$ cat config.mk
export PLATFORM = sky130hd
export DESIGN_NAME = rca_top
export DESIGN_NICKNAME = d
export VERILOG_FILES = /design/src/verilog/rca_pkg.sv /design/src/verilog/rca_top.sv /design/src/verilog/rca_timebase.sv /design/src/verilog/rca_alarm_match.sv
export SDC_FILE = /design/constraint.sdc
export NUM_CORES = 1
export LEC_CHECK = 0
export ABC_AREA = 0
export BUFFER_PORTS_ARGS = -buffer_cell sky130_fd_sc_hd__buf_2
export CAP_MARGIN = 20
export CORE_ASPECT_RATIO = 1.25
export CORE_UTILIZATION = 38
export CTS_BUF_LIST = sky130_fd_sc_hd__clkbuf_4
export DETAILED_ROUTE_END_ITERATION = 6
export GPL_ROUTABILITY_DRIVEN = 1
export GPL_TIMING_DRIVEN = 1
export SYNTH_ARGS = -nofsm -noshare
export SYNTH_HDL_FRONTEND = slang
export SYNTH_SLANG_ARGS = --single-unit
$ cat constraint.sdc
create_clock -name ref_clk -period 5.2 [get_ports ref_clk]
set_clock_uncertainty 0.15 [all_clocks]
set_input_delay 1.04 -clock ref_clk [delete_from_list [all_inputs] [get_ports ref_clk]]
set_output_delay 1.04 -clock ref_clk [all_outputs]
set_load 0.02 [all_outputs]
$ cat src/verilog/rca_pkg.sv
// constants shared by the calibration and alarm block
package rca_pkg;

	// ------------------------------------------------------------
	// clocks and timebase
	// ------------------------------------------------------------
	localparam int unsigned CLK_HZ    = 250_000_000;
	localparam int unsigned CLK_NS    = 4;
	// two ticks per crystal cycle so that 32768 Hz can be shown
	localparam int unsigned TB_HZ     = 65536;
	localparam logic [27:0] TB_INC    = 28'(TB_HZ);
	localparam logic [27:0] TB_MOD    = 28'(CLK_HZ);

	// counter bit that toggles at each wave rate
	localparam int unsigned WBIT_1HZ  = 15;
	localparam int unsigned WBIT_512  = 6;
	localparam int unsigned WBIT_4096 = 3;
	localparam int unsigned WBIT_32K  = 0;

	// rate select codes
	localparam logic [1:0]  RATE_1HZ  = 2'h0;
	localparam logic [1:0]  RATE_512  = 2'h1;
	localparam logic [1:0]  RATE_4096 = 2'h2;
	localparam logic [1:0]  RATE_32K  = 2'h3;

	// ------------------------------------------------------------
	// correction: step pulses per period, about 4.3 ppm a step
	// ------------------------------------------------------------
	localparam logic [5:0]  CORR_PERIOD_S = 6'h3f;
	localparam logic [9:0]  CORR_STEP     = 10'h012;

	// ------------------------------------------------------------
	// register byte offsets
	// ------------------------------------------------------------
	localparam logic [7:0]  OFF_CTRL    = 8'h00;
	localparam logic [7:0]  OFF_CORR    = 8'h04;
	localparam logic [7:0]  OFF_OUT     = 8'h08;
	localparam logic [7:0]  OFF_ALM_SEC = 8'h0c;
	localparam logic [7:0]  OFF_ALM_MON = 8'h1c;
	localparam logic [7:0]  OFF_STAT    = 8'h20;

	// ------------------------------------------------------------
	// field positions
	// ------------------------------------------------------------
	localparam int unsigned CTRL_FLAG   = 6;
	localparam int unsigned CTRL_AEN    = 3;
	localparam int unsigned CTRL_TRIM   = 2;
	localparam int unsigned CORR_SIGN   = 5;
	localparam int unsigned OUT_SEL     = 7;
	localparam int unsigned OUT_RATE    = 5;
	localparam int unsigned ALM_IGN     = 7;

	// ------------------------------------------------------------
	// reset values
	// ------------------------------------------------------------
	localparam logic [5:0]  RST_CORR    = 6'h00;
	localparam logic [2:0]  RST_OUT     = 3'h4;
	localparam logic [7:0]  RST_ALM     = 8'h80;

endpackage

$ cat src/verilog/rca_top.sv
// calibration, square wave and alarm logic of the clock block
//
// What this block does
// RULE1: trim-mode bit 1 gives the shared pin wholly to calibration.
// RULE2: calibration drives a 512 Hz wave from the uncorrected timebase.
// RULE3: correction drops pulses when negative, adds pulses when positive.
// RULE4: sign bit 1 means add pulses, sign bit 0 means remove.
// RULE5: 5-bit magnitude sits beside the sign; zero means no correction.
// RULE6: magnitude and sign are writable only while trim mode is on.
// RULE7: clearing trim mode returns the pin to alarm or wave function.
// RULE8: correction is kept on backup power; host reloads after loss.
// RULE9: slow clock: host writes sign 1 and step count, 4.34 ppm steps; the code steps 18 pulses per 64 s, about 4.29 ppm.
// RULE10: fast clock: host writes sign 0 and the same step count.
// RULE11: a match sets the alarm flag and may pull the pin low.
// RULE12: flag and low pin hold until the control register is read.
// RULE13: five fields, each with an ignore bit, 1 excludes the field.
// RULE14: ignore bit is the field register MSB, BCD value below it.
// RULE15: all fields ignored gives one alarm every second.
// RULE16: seconds only per minute, plus minutes per hour, plus hours daily.
// RULE17: alarm output when trim 0, alarm enable 1 and select 1.
// RULE18: matching continues while running from the backup supply.
// RULE19: matcher and flag keep working in calibration mode.
// RULE20: trim 0 and select 0 give a square wave of 1/512/4096/32768 Hz.
// RULE21: no alarm shows on the pin while a wave is driven.
// RULE22: one evaluation and one event per one-second update.
// RULE23: the pin is only pulled low or released, never driven high.
module rca_top (
	// clock and reset
	input  wire logic        ref_clk,
	input  wire logic        rstn,
	// register bus
	input  wire logic [7:0]  avs_address,
	input  wire logic        avs_read,
	input  wire logic        avs_write,
	input  wire logic [31:0] avs_writedata,
	output logic [31:0]      avs_readdata,
	output logic             avs_waitrequest,
	// timekeeper counter chain
	input  wire logic [7:0]  time_sec,
	input  wire logic [7:0]  time_min,
	input  wire logic [7:0]  time_hour,
	input  wire logic [7:0]  time_date,
	input  wire logic [7:0]  time_month,
	input  wire logic        time_upd,
	output logic             sec_tick,
	// supply status pin
	input  wire logic        backup_supply,
	// shared open-drain pin
	output logic             shared_open_drain_out,
	output logic             shared_open_drain_oe
);

	// ------------------------------------------------------------
	// state
	// ------------------------------------------------------------
	logic            trim_en;
	logic            alarm_enable;
	logic            alarm_flag;
	logic            correction_sign;
	logic [4:0]      corr_mag;
	logic            match_or_wave_select;
	logic            wave_rate_select_high;
	logic            wave_rate_select_low;
	logic [4:0][7:0] alm;
	logic            bs_q1;
	logic            bs_q2;
	logic [31:0]     next_rdata;
	logic            next_oe;
	logic            sq_wave;
	logic            cal_wave;
	logic [15:0]     sq_cnt;
	logic            match;
	logic            bus_req;
	logic            bus_done;
	logic            wr_ok;
	logic            rd_ok;
	logic            alm_sel;
	logic [2:0]      alm_idx;
	logic [7:0]      alm_off;

	// ------------------------------------------------------------
	// submodules
	// ------------------------------------------------------------
	rca_timebase u_tb (
		.ref_clk   (ref_clk),
		.rstn      (rstn),
		.corr_sign (correction_sign),
		.corr_mag  (corr_mag),
		.cal_wave  (cal_wave),
		.sq_cnt    (sq_cnt),
		.sec_tick  (sec_tick),
		.raw_tick  (),
		.pend      ()
	);

	// matcher runs from reset alone, whatever the supply [RULE18]
	rca_alarm_match u_match (
		.ref_clk  (ref_clk),
		.rstn     (rstn),
		.time_upd (time_upd),
		.cur_time ({time_month, time_date, time_hour, time_min,
			time_sec}),
		.alm      (alm),
		.match    (match)
	);

	// ------------------------------------------------------------
	// supply status pin synchroniser
	// ------------------------------------------------------------
	always_ff @(posedge ref_clk or negedge rstn) begin
		if (!rstn) begin
			bs_q1 <= 1'b0;
			bs_q2 <= 1'b0;
		end else begin
			bs_q1 <= backup_supply;
			bs_q2 <= bs_q1;
		end
	end

	// ------------------------------------------------------------
	// bus slave: one wait cycle, then the answer
	// ------------------------------------------------------------
	assign bus_req  = avs_read || avs_write;
	assign bus_done = bus_req && !avs_waitrequest;
	assign wr_ok    = avs_write && bus_done;
	assign rd_ok    = avs_read && bus_done;
	assign alm_off  = avs_address - rca_pkg::OFF_ALM_SEC;
	assign alm_sel  = avs_address >= rca_pkg::OFF_ALM_SEC &&
		avs_address <= rca_pkg::OFF_ALM_MON &&
		avs_address[1:0] == 2'h0;
	assign alm_idx  = alm_off[4:2];

	always_ff @(posedge ref_clk or negedge rstn) begin
		if (!rstn)
			avs_waitrequest <= 1'b1;
		else if (bus_req && avs_waitrequest)
			avs_waitrequest <= 1'b0;
		else
			avs_waitrequest <= 1'b1;
	end

	always_comb begin
		next_rdata = 32'h0;
		if (alm_sel) begin
			next_rdata[7:0] = alm[alm_idx];
		end else begin
			unique case (avs_address)
				rca_pkg::OFF_CTRL: begin
					next_rdata[rca_pkg::CTRL_FLAG] = alarm_flag;
					next_rdata[rca_pkg::CTRL_AEN]  = alarm_enable;
					next_rdata[rca_pkg::CTRL_TRIM] = trim_en;
				end
				rca_pkg::OFF_CORR: begin
					next_rdata[rca_pkg::CORR_SIGN] = correction_sign;
					next_rdata[4:0]                = corr_mag;
				end
				rca_pkg::OFF_OUT: begin
					next_rdata[rca_pkg::OUT_SEL]      = match_or_wave_select;
					next_rdata[rca_pkg::OUT_RATE + 1] = wave_rate_select_high;
					next_rdata[rca_pkg::OUT_RATE]     = wave_rate_select_low;
				end
				rca_pkg::OFF_STAT: next_rdata[0] = bs_q2;
				default: next_rdata = 32'h0;
			endcase
		end
	end

	always_ff @(posedge ref_clk or negedge rstn) begin
		if (!rstn)
			avs_readdata <= 32'h0;
		else if (avs_read && avs_waitrequest)
			avs_readdata <= next_rdata;
	end

	// ------------------------------------------------------------
	// control and output registers
	// ------------------------------------------------------------
	always_ff @(posedge ref_clk or negedge rstn) begin
		if (!rstn) begin
			trim_en      <= 1'b0;
			alarm_enable <= 1'b0;
		end else if (wr_ok && avs_address == rca_pkg::OFF_CTRL) begin
			trim_en      <= avs_writedata[rca_pkg::CTRL_TRIM]; // [RULE7]
			alarm_enable <= avs_writedata[rca_pkg::CTRL_AEN];
		end
	end

	always_ff @(posedge ref_clk or negedge rstn) begin
		if (!rstn) begin
			match_or_wave_select  <= rca_pkg::RST_OUT[2];
			wave_rate_select_high <= rca_pkg::RST_OUT[1];
			wave_rate_select_low  <= rca_pkg::RST_OUT[0];
		end else if (wr_ok && avs_address == rca_pkg::OFF_OUT) begin
			match_or_wave_select  <= avs_writedata[rca_pkg::OUT_SEL];
			wave_rate_select_high <= avs_writedata[rca_pkg::OUT_RATE + 1];
			wave_rate_select_low  <= avs_writedata[rca_pkg::OUT_RATE];
		end
	end

	// only rstn clears the setting; it stands for loss of backup [RULE8]
	always_ff @(posedge ref_clk or negedge rstn) begin
		if (!rstn) begin
			correction_sign <= rca_pkg::RST_CORR[5];
			corr_mag        <= rca_pkg::RST_CORR[4:0];
		end else if (wr_ok && avs_address == rca_pkg::OFF_CORR &&
			trim_en) begin // [RULE6]
			correction_sign <= avs_writedata[rca_pkg::CORR_SIGN]; // [RULE4]
			corr_mag        <= avs_writedata[4:0]; // [RULE5]
		end
	end

	// ignore bit in the MSB, BCD value below [RULE14]
	always_ff @(posedge ref_clk or negedge rstn) begin
		if (!rstn) begin
			for (int i = 0; i < 5; i++)
				alm[i] <= rca_pkg::RST_ALM;
		end else if (wr_ok && alm_sel) begin
			alm[alm_idx] <= avs_writedata[7:0]; // [RULE13]
		end
	end

	// ------------------------------------------------------------
	// alarm flag: a match in the clearing cycle wins
	// ------------------------------------------------------------
	always_ff @(posedge ref_clk or negedge rstn) begin
		if (!rstn)
			alarm_flag <= 1'b0;
		else if (match)
			alarm_flag <= 1'b1; // [RULE11] [RULE19]
		else if (rd_ok && avs_address == rca_pkg::OFF_CTRL)
			alarm_flag <= 1'b0; // [RULE12]
	end

	// ------------------------------------------------------------
	// shared pin: low or released, never driven high
	// ------------------------------------------------------------
	always_comb begin
		unique case ({wave_rate_select_high, wave_rate_select_low})
			rca_pkg::RATE_1HZ:  sq_wave = sq_cnt[rca_pkg::WBIT_1HZ];
			rca_pkg::RATE_512:  sq_wave = sq_cnt[rca_pkg::WBIT_512];
			rca_pkg::RATE_4096: sq_wave = sq_cnt[rca_pkg::WBIT_4096];
			rca_pkg::RATE_32K:  sq_wave = sq_cnt[rca_pkg::WBIT_32K];
		endcase
	end

	always_comb begin
		if (trim_en)
			next_oe = !cal_wave; // [RULE1] [RULE2]
		else if (!match_or_wave_select)
			next_oe = !sq_wave; // [RULE20] [RULE21]
		else if (alarm_enable)
			next_oe = alarm_flag; // [RULE17] [RULE11]
		else
			next_oe = 1'b0; // [RULE23]
	end

	always_ff @(posedge ref_clk or negedge rstn) begin
		if (!rstn) begin
			shared_open_drain_oe  <= 1'b0;
			shared_open_drain_out <= 1'b0;
		end else begin
			shared_open_drain_oe  <= next_oe;
			shared_open_drain_out <= 1'b0; // [RULE23]
		end
	end
endmodule // rca_top

$ cat src/verilog/rca_timebase.sv
// timebase divider with digital pulse add/drop correction
module rca_timebase (
	// clock and reset
	input  wire logic        ref_clk,
	input  wire logic        rstn,
	// correction setting
	input  wire logic        corr_sign,
	input  wire logic [4:0]  corr_mag,
	// timebase outputs
	output logic             cal_wave,
	output logic [15:0]      sq_cnt,
	output logic             sec_tick,
	// pulse activity, visible for checking
	output logic             raw_tick,
	output logic [9:0]       pend
);
	logic [27:0] acc;
	logic [6:0]  raw_cnt;
	logic [5:0]  per_cnt;
	logic        add_now;
	logic        drop_now;
	logic        ctick;

	// fractional divider keeps the long-term rate exact
	always_ff @(posedge ref_clk or negedge rstn) begin
		if (!rstn) begin
			acc      <= 28'h0;
			raw_tick <= 1'b0;
		end else if (acc + rca_pkg::TB_INC >= rca_pkg::TB_MOD) begin
			acc      <= acc + rca_pkg::TB_INC - rca_pkg::TB_MOD;
			raw_tick <= 1'b1;
		end else begin
			acc      <= acc + rca_pkg::TB_INC;
			raw_tick <= 1'b0;
		end
	end

	// reference counts raw ticks, untouched by correction [RULE2]
	always_ff @(posedge ref_clk or negedge rstn) begin
		if (!rstn)
			raw_cnt <= 7'h0;
		else if (raw_tick)
			raw_cnt <= raw_cnt + 7'h1;
	end
	assign cal_wave = raw_cnt[rca_pkg::WBIT_512]; // [RULE2]

	// sign 1 inserts pulses, sign 0 swallows them [RULE3] [RULE4]
	assign add_now  = (pend != 10'h0) && corr_sign && !raw_tick;
	assign drop_now = (pend != 10'h0) && !corr_sign && raw_tick;
	assign ctick    = (raw_tick && !drop_now) || add_now;

	always_ff @(posedge ref_clk or negedge rstn) begin
		if (!rstn) begin
			sq_cnt   <= 16'h0;
			sec_tick <= 1'b0;
		end else begin
			if (ctick)
				sq_cnt <= sq_cnt + 16'h1;
			sec_tick <= ctick && (sq_cnt == 16'hffff);
		end
	end

	// magnitude zero loads nothing, so no correction [RULE5]
	always_ff @(posedge ref_clk or negedge rstn) begin
		if (!rstn) begin
			per_cnt <= 6'h0;
			pend    <= 10'h0;
		end else if (sec_tick && per_cnt == rca_pkg::CORR_PERIOD_S) begin
			per_cnt <= 6'h0;
			pend    <= 10'(corr_mag) * rca_pkg::CORR_STEP; // [RULE3]
		end else begin
			if (sec_tick)
				per_cnt <= per_cnt + 6'h1;
			if (add_now || drop_now)
				pend <= pend - 10'h1;
		end
	end
endmodule // rca_timebase

$ cat src/verilog/rca_alarm_match.sv
// masked comparison of five alarm fields against the time
module rca_alarm_match (
	// clock and reset
	input  wire logic            ref_clk,
	input  wire logic            rstn,
	// time update strobe and fields: sec, min, hour, date, month
	input  wire logic            time_upd,
	input  wire logic [4:0][7:0] cur_time,
	input  wire logic [4:0][7:0] alm,
	// one pulse per matching update
	output logic                 match
);
	logic [4:0] hit;

	// ignore bit set excludes the field [RULE13] [RULE14]
	for (genvar i = 0; i < 5; i++) begin : g_field
		assign hit[i] = alm[i][rca_pkg::ALM_IGN] ||
			(alm[i][6:0] == cur_time[i][6:0]);
	end

	// evaluated once per update, so one event per second at most
	always_ff @(posedge ref_clk or negedge rstn) begin
		if (!rstn)
			match <= 1'b0;
		else
			match <= time_upd && (&hit); // [RULE22] [RULE15] [RULE16]
	end
endmodule // rca_alarm_match

==> impl_metrics.tcl, run 1 <==
set metrics [dict create \
    synth_warnings 0 \
    finalCriticalPeriod_ns 3.280 \
    critPathRequiredTime_ns 5.48 \
    hp-class "register to register" \
    drt_pass1_iterations 4 \
    rows 55 \
    async_flop_share_pct 100.0 \
    multi_input_area_um2 3560 \
    post_synth.cell_area_avg_um2 10.85 \
    synth_cell_type_count 64 \
    io_buffers 67 \
    io_pins 122 \
    crit_slowest_cell "ha_1" \
    cts_tree "yes" \
    path_clk_slew_ns 0.12 \
    synthCells 647 \
    clock.fmax_mhz 304.9 \
    rr_startpoint "u_tb.acc[16]" \
    viasPerCell 5.200 \
    max_slew.worst_pin.slew_ns 0.8573 \
    instances_no_fill 959 \
    hold_path_depth 0 \
    clockBufferDepth 2 \
    max_slew_margin_pct 42.85 \
    cts_resized 0 \
    final_cell_mix "dfrtp_1 (120), buf_2 (66), mux2_2 (62), xnor2_1 (60), nand2_1 (42)" \
    cts_sinks 127 \
    start_util_pct 38.79 \
    outcome "completed" \
    nNetsFinal 821 \
    placedCellCount 925 \
    drv_cap 0 \
    cts-root-buf "clkbuf_4" \
    crit_family "adder cells" \
    drive_gt1_share_pct 25.89 \
    cts_hold_buf 0 \
    wire_per_inst_um 16.57 \
    grt_pass1_wl_mm 25.39 \
    path_max_fanout 24 \
    startpoint_type "input pin" \
    synthFlopType "dfrtp_1" \
    p_per_area_nw_per_um2 247.3 \
    cp.arrival_ns 3.56 \
    power_uw 1929 \
    path_class "input pin to register" \
    antenna_found_initial 1 \
    dieArea_um2 19030 \
    h-tree-depth 4 \
    path_cells "buf_2, inv_1, ha_1, mux4_2, nand2_1, a21oi_1, a31oi_1, o21ai_0" \
    fill_cells 1748 \
    numCtsBuffers 17 \
    setup_viol 0 \
    globalRoute.totalOverflow 0 \
    cp.buffers_inverters 2 \
    grt_max_degree 68 \
    dpl_cell_area_um2 7467 \
    period_share_pct 63.07 \
    fin_setup_tns_ns 0 \
    synth-seq-cells 127 \
    final_area_um2 7802 \
    ant_nets 0 \
    grt_setup_unrepaired "false" \
    grt_usage_pct 17.61 \
    fp.coreArea_um2 18100 \
    drt_iter0_markers 208 \
    reg2reg_to "u_tb.acc[18]" \
    die_h_um 154.0 \
    cp-end-kind "register" \
    area_delta_synth_final_pct 11.14 \
    leakagePower_uw 0.003704 \
    clk_latency_ns 0.57 \
    drc_errors 0 \
    globalplace.congestion 0.8198 \
    postCtsSetupRepairBufs 0 \
    ys_seq_area_share_pct 45.39 \
    slowest_delay_ns 0.90 \
    hold_viol_final 0 \
    vias 4987 \
    slew_viol_final 0 \
    hpwlAfterDp_mm 11.76 \
    die_w_um 123.6 \
    wl_mm 15.89 \
    rr_worst_depth 8 \
    syn_area_um2 7020 \
    ir_drop_v 0.0001347 \
    hold_start "bs_q1" \
    final-seq-area_um2 3187 \
    rrSetupSlack_ns 2.22 \
    final_common_cell "dfrtp_1" \
    grt_pass1_vias 5062 \
    whs_endpoint "bs_q2" \
    synth_edf_count 0 \
]
[power breakdown]
part | switching (µW) | internal (µW) | total [µW]
Combinational | 92.1 | 47.8 | 140
Sequential | 10.4 | 999 | 1010
Clock | 395 | 385 | 780
[how the worst max path moves through the flow]
stage / startpoint / end / slack [ns] / cells after the start
2_1_floorplan: avs_address[2] / alm[10] / 1.99 / 8
6_report: avs_address[2] / avs_readdata[7] / 1.92 / 8
5_1_grt: avs_address[2] / alm[36] / 1.77 / 6
3_5_place_dp: avs_address[2] / alm[35] / 1.38 / 6
3_3_place_gp: avs_address[2] / alm[38] / 1.44 / 6
4_1_cts: avs_address[2] / avs_readdata[7] / 2.00 / 8
[Yosys cell counts, drive strengths merged (2+ instances only)]
| library cell | number | area (µm²) |
|---|---|---|
| nand3b | 2 | 15.01 |
| a211oi | 8 | 60.06 |
| o22ai | 2 | 12.51 |
| and3 | 10 | 62.56 |
| a21oi | 14 | 70.07 |
| o211ai | 2 | 15.01 |
| nand4 | 17 | 112.6 |
| xnor2 | 61 | 541.8 |
| xor2 | 37 | 324.1 |
| a31oi | 4 | 25.02 |
| a22oi | 2 | 28.78 |
| mux4 | 2 | 45.04 |
| inv | 16 | 60.06 |
| ha | 17 | 212.7 |
| o21a | 2 | 15.01 |
| nand2b | 2 | 12.51 |
| clkbuf | 14 | 62.56 |
| a21o | 4 | 30.03 |
| mux2i | 11 | 110.1 |
| a221oi | 5 | 43.79 |
| a31o | 2 | 26.28 |
| and4 | 6 | 53.80 |
| nor3 | 14 | 70.07 |
| nor2 | 40 | 150.1 |
| o21ai | 26 | 133.9 |
| dfstp | 7 | 183.9 |
| nand2 | 42 | 157.7 |
| buf | 32 | 241.5 |
| nor2b | 2 | 12.51 |
| o31a | 2 | 18.77 |
| nor4 | 8 | 50.05 |
| nand3 | 26 | 135.1 |
| or4 | 3 | 30.03 |
| mux2 | 62 | 698.2 |
| o31ai | 6 | 45.04 |
| a41oi | 3 | 26.28 |
| dfrtp | 120 | 3003 |
[stage by stage]
step | utilization (%) | hold slack, ns | worst slack [ns]
finish | 43.11 | 0.2325 | 1.920
global route | 43.11 | 0.2437 | 1.772
CTS | 43.06 | 0.2333 | 1.996
detailed placement | 41.26 | 0.2091 | 1.380
global placement | 41.26 | 0.2124 | 1.439
floorplan | - | 0.1812 | 1.986
[cell families after synthesis]
family | synth area share [%]
flip-flops | 45.39
adder cells (fa/ha/maj) | 3.315
XOR/XNOR | 12.33
AO/OA/AOI/OAI | 8.341
AND/OR/NAND/NOR | 13.22
buffers and inverters | 5.186
other | 0.05342
multiplexers | 12.15
[cell type report]
class | count | area share [%]
clock buffer | 18 | 1.732
inverter | 16 | 0.7697
multi-input combinational | 482 | 45.62
antenna | 1 | 0.03207
timing repair buffer | 73 | 4.907
sequential | 127 | 40.84
tap | 228 | 3.656
clock inverter | 14 | 2.437
[layer usage]
| layer | vias up | part of all wire (%) | global-route usage, % |
|---|---|---|---|
| li1 | 2384 | - | - |
| met1 | 2480 | 42 | 20.69 |
| met4 | 0 | 1.9 | 6.999 |
| met2 | 101 | 51 | 30.01 |
| met5 | - | 0 | 0 |
| met3 | 22 | 4.8 | 4.748 |
[flip-flops by register name, summed over array words and instances (netlist names), 5 cells and up]
signal / flops
u_tb.acc: 21
alm: 40
u_tb.sq_cnt: 16
u_tb.per_cnt: 6
u_tb.pend: 10
u_tb.raw_cnt: 7
avs_readdata: 8
corr_mag: 5
(Power assumes the default switching activity.)
==> run 2: changes to the inputs <==
- ABC_AREA: 0 -> 1
- clock period: 5.2 -> 2.83 ns (I/O delays scaled with it)
==> run 2 against run 1 <==
Global-route usage increased by 0.64 points. Cell area grew 11%. First-iteration DRC count grew 69%. Clock power grew 69%. Critical endpoint is now u_tb.acc[7]. Hold slack lost 0.17 ns. Setup slack got worse by 1.5 ns. Utilization is essentially flat. Die area grew 11%. Highest routed layer unchanged. Wire length grew 12%.
==> impl_metrics.tcl, run 2 <==
set metrics [dict create \
    outcome "completed" \
    crit_family "simple AND/OR/NAND/NOR gates" \
    whs_endpoint "avs_waitrequest" \
    drt_pass1_iterations 4 \
    path_max_fanout 11 \
    slowest_delay_ns 0.53 \
    largest_register "alm" \
    period_share_pct 86.46 \
    numCtsBuffers 17 \
    area_delta_synth_final_pct 11.58 \
    ys_top_cells_by_area "dfrtp_1 (39%), nand2_1 (14%), inv_1 (4.7%), xor2_1 (4.3%), xnor2_1 (4.2%)" \
    dieArea_um2 21030 \
    rr_worst_depth 12 \
    final_cell_mix "nand2_1 (283), dfrtp_1 (120), inv_1 (98), buf_2 (66), nor2_1 (61)" \
    drc_errors 0 \
    setup_viol 0 \
    leakagePower_uw 0.004270 \
    synth_warnings 0 \
    ir_drop_v 0.0001950 \
    post_synth.cell_area_avg_um2 7.882 \
    synth_top_area_share_pct 38.64 \
    crit_top_cell "nand2_1" \
    hold_path_depth 2 \
    cts-root-buf "clkbuf_4" \
    grt_pass1_wl_mm 29.66 \
    synth_edf_count 0 \
    globalplace.congestion 0.8208 \
    p_per_area_nw_per_um2 399.1 \
    hold_start "avs_read" \
    cp.buffers_inverters 1 \
    synth_top_cell_by_area "dfrtp_1" \
    vias 6439 \
    io_pins 122 \
    syn_area_um2 7771 \
    internal-power_uw 2479 \
    rows 58 \
    largest_reg_flops 40 \
    cts_resized 0 \
    start_util_pct 38.66 \
    netSwitchingFraction_pct 28.36 \
    cp-end-kind "register" \
    seqPwrFrac_pct 53.8 \
    wl_mm 17.77 \
    drive_gt1_share_pct 15.65 \
    path_class "register to register" \
    power_uw 3460 \
    hp-class "input pin to register" \
    p_sw_uw 981.5 \
    clockBufferDepth 2 \
    startpoint_type "register" \
    antenna_found_initial 2 \
    rrSetupSlack_ns 0.38 \
    crit_slowest_cell "dfrtp_1" \
    hpwlAfterDp_mm 13.40 \
    hold_viol_final 0 \
    final_common_cell "nand2_1" \
    cp.arrival_ns 2.80 \
    grt_setup_unrepaired "false" \
    combPwrFrac_pct 8.0 \
    io_buffers 67 \
    synth_most_common_cell "nand2_1" \
    fp.coreArea_um2 20100 \
    p_clk_share_pct 38.2 \
    grt_pass1_vias 6097 \
    die_h_um 161.9 \
    clk_latency_ns 0.56 \
    h-tree-depth 4 \
    viasPerCell 4.766 \
    ant_nets 0 \
    synth-seq-cells 127 \
    grt_usage_pct 18.24 \
    biggestRegsByFlops "alm: 40 flops, u_tb.acc: 21 flops, u_tb.sq_cnt: 16 flops" \
    max_slew_margin_pct 63.17 \
    nNetsFinal 1171 \
    path_clk_slew_ns 0.12 \
    max_slew.worst_pin.slew_ns 0.5507 \
    drt_iter0_markers 351 \
    fin_setup_tns_ns 0 \
    path_cells "ha_1, nand3_1, nor2_2, nand2_1, nand2_1, nand3_1, nor2_2, nand3_2, nand3_1, buf_4, nand2_1, nand2_1" \
    cts_tree "yes" \
    die_w_um 129.9 \
    synthFlopType "dfrtp_1" \
    finalCriticalPeriod_ns 2.447 \
    reg2reg_to "u_tb.acc[7]" \
    slew_viol_final 0 \
    grt_max_degree 56 \
    drv_cap 0 \
    wire_per_inst_um 13.15 \
    clock.fmax_mhz 408.7 \
    async_flop_share_pct 100.0 \
    ys_seq_area_share_pct 41.01 \
    critPathRequiredTime_ns 3.18 \
    rr_startpoint "u_tb.acc[16]" \
    synth_common_cells "nand2_1 (283), dfrtp_1 (120), inv_1 (98), nor2_1 (61), o21ai_0 (55)" \
    synthCells 986 \
    synth_cell_type_count 46 \
    cts_sinks 127 \
    globalRoute.totalOverflow 0 \
]
## run 2: area by class of cell
class / count / area (µm²)
diodes: 1 / 2.502
clock buffers: 18 / 135.1
clock inverters: 14 / 153.9
fillers: 2102 / 11430
inverters: 102 / 382.9
multi-input cells: 733 / 3968
flip-flops and latches: 127 / 3187
well taps: 270 / 337.8
repair buffers: 86 / 504.2
## run 2: logic make-up after synthesis
logic type,share of synthesized area (%)
other cells,0.04826
xor+xnor,8.453
flops,41.01
fa+ha+maj,2.995
compound gates,9.950
mux,0.8050
simple gates,27.64
buf+inv,9.097
## run 2: how the worst max path moves through the flow
stage,startpoint,end,slack [ns],cells after the start
after CTS,u_tb.acc[16],u_tb.acc[7],0.41,14
after floorplan,avs_address[2],alm[38],0.26,8
after global routing,u_tb.acc[16],u_tb.acc[17],0.09,12
after global placement,avs_address[2],alm[19],0.06,9
final,u_tb.acc[16],u_tb.acc[7],0.38,12
after detailed placement,avs_address[2],alm[27],0.04,9
## run 2: metrics by stage
| stage | hold slack (ns) | area, µm² | setup WS (ns) | std cells | utilization [%] |
|---|---|---|---|---|---|
| after global routing | 0.02189 | 8671 | 0.09311 | 1351 | 43.13 |
| after detailed placement | 0.1862 | 8349 | 0.03727 | 1315 | 41.53 |
| final | 0.05789 | 8671 | 0.3832 | 1351 | 43.13 |
| after global placement | 0.1842 | 8349 | 0.06351 | 1315 | 41.53 |
| after CTS | 0.02080 | 8668 | 0.4150 | 1350 | 43.12 |
| after floorplan | 0.1204 | 7861 | 0.2561 | 1010 | - |
## run 2: per-layer routing
metal | global-route usage (%) | routed length [µm]
met5 | 0 | 0
met4 | 5.814 | 226
met3 | 3.623 | 596
met2 | 30.34 | 8707
met1 | 23.66 | 8236
## run 2: power by group through the flow
stage               clock network [µW]  logic (µW)  registers, µW
floorplan                            0         169           1900
global placement                     0         278           1890
detailed placement                   0         280           1900
CTS                               1360         284           1860
global route                      1430         312           1860
finish                            1320         278           1860
## run 2: timing repair
item,4_1_cts,5_1_grt
endpoints found under the hold margin,37,0
hold buffers,3,0
buffers inserted,0,0
==> run 3: changes to the inputs <==
- CELL_PAD_IN_SITES_DETAIL_PLACEMENT: unset -> 1
- CELL_PAD_IN_SITES_GLOBAL_PLACEMENT: unset -> 2
- CORE_UTILIZATION: 38 -> 31
- PLACE_DENSITY_LB_ADDON: unset -> 0.1
==> run 3 against run 2 <==
Cell count up 4.7%. Critical path type unchanged. Register-to-register slack worse by 0.06 ns. Largest cell class unchanged. Largest power group unchanged. Utilization down 7.2 points. First-iteration DRC count down 32%. Critical endpoint is now u_tb.acc[17].
==> impl_metrics.tcl, run 3 (synthesis gave the netlist of run 2 again) <==
set metrics [dict create \
    outcome "completed" \
    rrSetupSlack_ns 0.33 \
    largest_reg_flops 40 \
    max_slew.worst_pin.slew_ns 0.5642 \
    fp.coreArea_um2 24580 \
    h-tree-depth 4 \
    vias 6617 \
    largest_register "alm" \
    viasPerCell 4.680 \
    max_slew_margin_pct 62.35 \
    cp.arrival_ns 2.83 \
    die_h_um 179.0 \
    clk_latency_ns 0.55 \
    drt_pass1_iterations 4 \
    rows 64 \
    antenna_found_initial 3 \
    dpl_cell_area_um2 8452 \
    grt_pass1_wl_mm 37.30 \
    postLayoutCoreUtil_pct 35.90 \
    grt_setup_unrepaired "false" \
    drv_cap 0 \
    hold_viol_final 0 \
    slew_viol_final 0 \
    grt_usage_pct 19.32 \
    final_common_cell "nand2_1" \
    biggestRegsByFlops "alm: 40 flops, u_tb.acc: 21 flops, u_tb.sq_cnt: 16 flops" \
    leakagePower_uw 0.004300 \
    grt_max_degree 46 \
    critPathRequiredTime_ns 3.16 \
    io_buffers 67 \
    cp-end-kind "register" \
    hold_path_depth 3 \
    cts_tree "yes" \
    wire_per_inst_um 16.00 \
    path_max_fanout 17 \
    rr_startpoint "u_tb.acc[17]" \
    drc_errors 0 \
    clock.fmax_mhz 399.3 \
    drt_iter0_markers 240 \
    fill_cells 3089 \
    area_delta_synth_final_pct 13.56 \
    reg2reg_to "u_tb.acc[17]" \
    crit_end "u_tb.acc[17]" \
    startpoint_type "register" \
    start_util_pct 31.61 \
    die_w_um 143.6 \
    globalRoute.totalOverflow 0 \
    wl_mm 22.62 \
    clockBufferDepth 2 \
    nNetsFinal 1174 \
    cts-root-buf "clkbuf_4" \
    numCtsBuffers 17 \
    grt_pass1_vias 6908 \
    globalplace.congestion 0.7477 \
    hp-class "input pin to register" \
    path_class "register to register" \
    hold_slack_ns 0.1025 \
    cts_resized 0 \
    p_per_area_nw_per_um2 411.0 \
    ant_nets 0 \
    cts_sinks 127 \
    ir_drop_v 0.0001791 \
    hpwlAfterDp_mm 17.23 \
    period_share_pct 88.50 \
    final_cell_mix "nand2_1 (283), dfrtp_1 (120), inv_1 (98), buf_2 (66), nor2_1 (61)" \
    final_area_um2 8825 \
    path_clk_slew_ns 0.12 \
    finalCriticalPeriod_ns 2.505 \
    fin_setup_tns_ns 0 \
    dieArea_um2 25710 \
    rr_worst_depth 12 \
    io_pins 122 \
    crit_path_start "u_tb.acc[17]" \
    setup_viol 0 \
    drive_gt1_share_pct 15.88 \
]
## run 3: cell type report
type                    instances  area, µm²  share of cell area, %
clock buffers                  19      142.6                  1.616
multi-input cells             733       3968                  44.96
inverters                     102      382.9                  4.339
diodes                          1      2.502                0.02836
repair buffers                 89      541.8                  6.139
clock inverters                13      187.7                  2.127
well taps                     330      412.9                  4.679
flip-flops and latches        127       3187                  36.11
## run 3: per-layer routing
metal  track usage, %  vias to the layer above  routed length (µm)
li1                 -                     3323                   -
met1            24.89                     3178               10630
met2            32.77                       86               11080
met3            3.499                       26                 534
met4            5.629                        4                 362
met5                0                        -                  25
## run 3: what timing repair did
action / in CTS / in global routing
buffers inserted: 0 / 0
endpoints found under the hold margin: 43 / 0
hold buffers: 4 / 0
## run 3: worst min-delay path by stage
| stage | from | end | slack, ns |
|---|---|---|---|
| final | time_upd | u_match.match | 0.10 |
| after global routing | time_upd | u_match.match | 0.06 |
| after CTS | time_upd | u_match.match | 0.05 |
| after detailed placement | bs_q1 | bs_q2 | 0.19 |
| after global placement | bs_q1 | bs_q2 | 0.19 |
| after floorplan | rstn | alarm_enable | 0.12 |
## run 3: power breakdown
group	internal, µW	switching (µW)	leakage [µW]
clock network	725	747	0.000170
registers	1840	23.4	0.00172
logic	94.1	199	0.00241
total	2660	969	0.00430
## run 3: per-stage QoR
step | power (µW) | setup slack, ns | std cells
finish | 3627 | 0.3254 | 1414
global route | 3807 | 0.07483 | 1414
CTS | 3711 | 0.2877 | 1413
detailed placement | 2191 | 0.2600 | 1377
global placement | 2190 | 0.2984 | 1377
floorplan | 2064 | 0.2561 | 1010
## run 3: worst max-delay path, stage by stage (launching register included)
cell and delay [ns]:
dfrtp_1 0.45, ha_1 0.27, nand3_1 0.18, nor2_2 0.21, nand2_1 0.07, nand2_1 0.15
nand3_1 0.15, nor2_2 0.19, nand3_2 0.09, nand3_1 0.23, buf_12 0.20, nand2_1 0.06
nand2_1 0.05
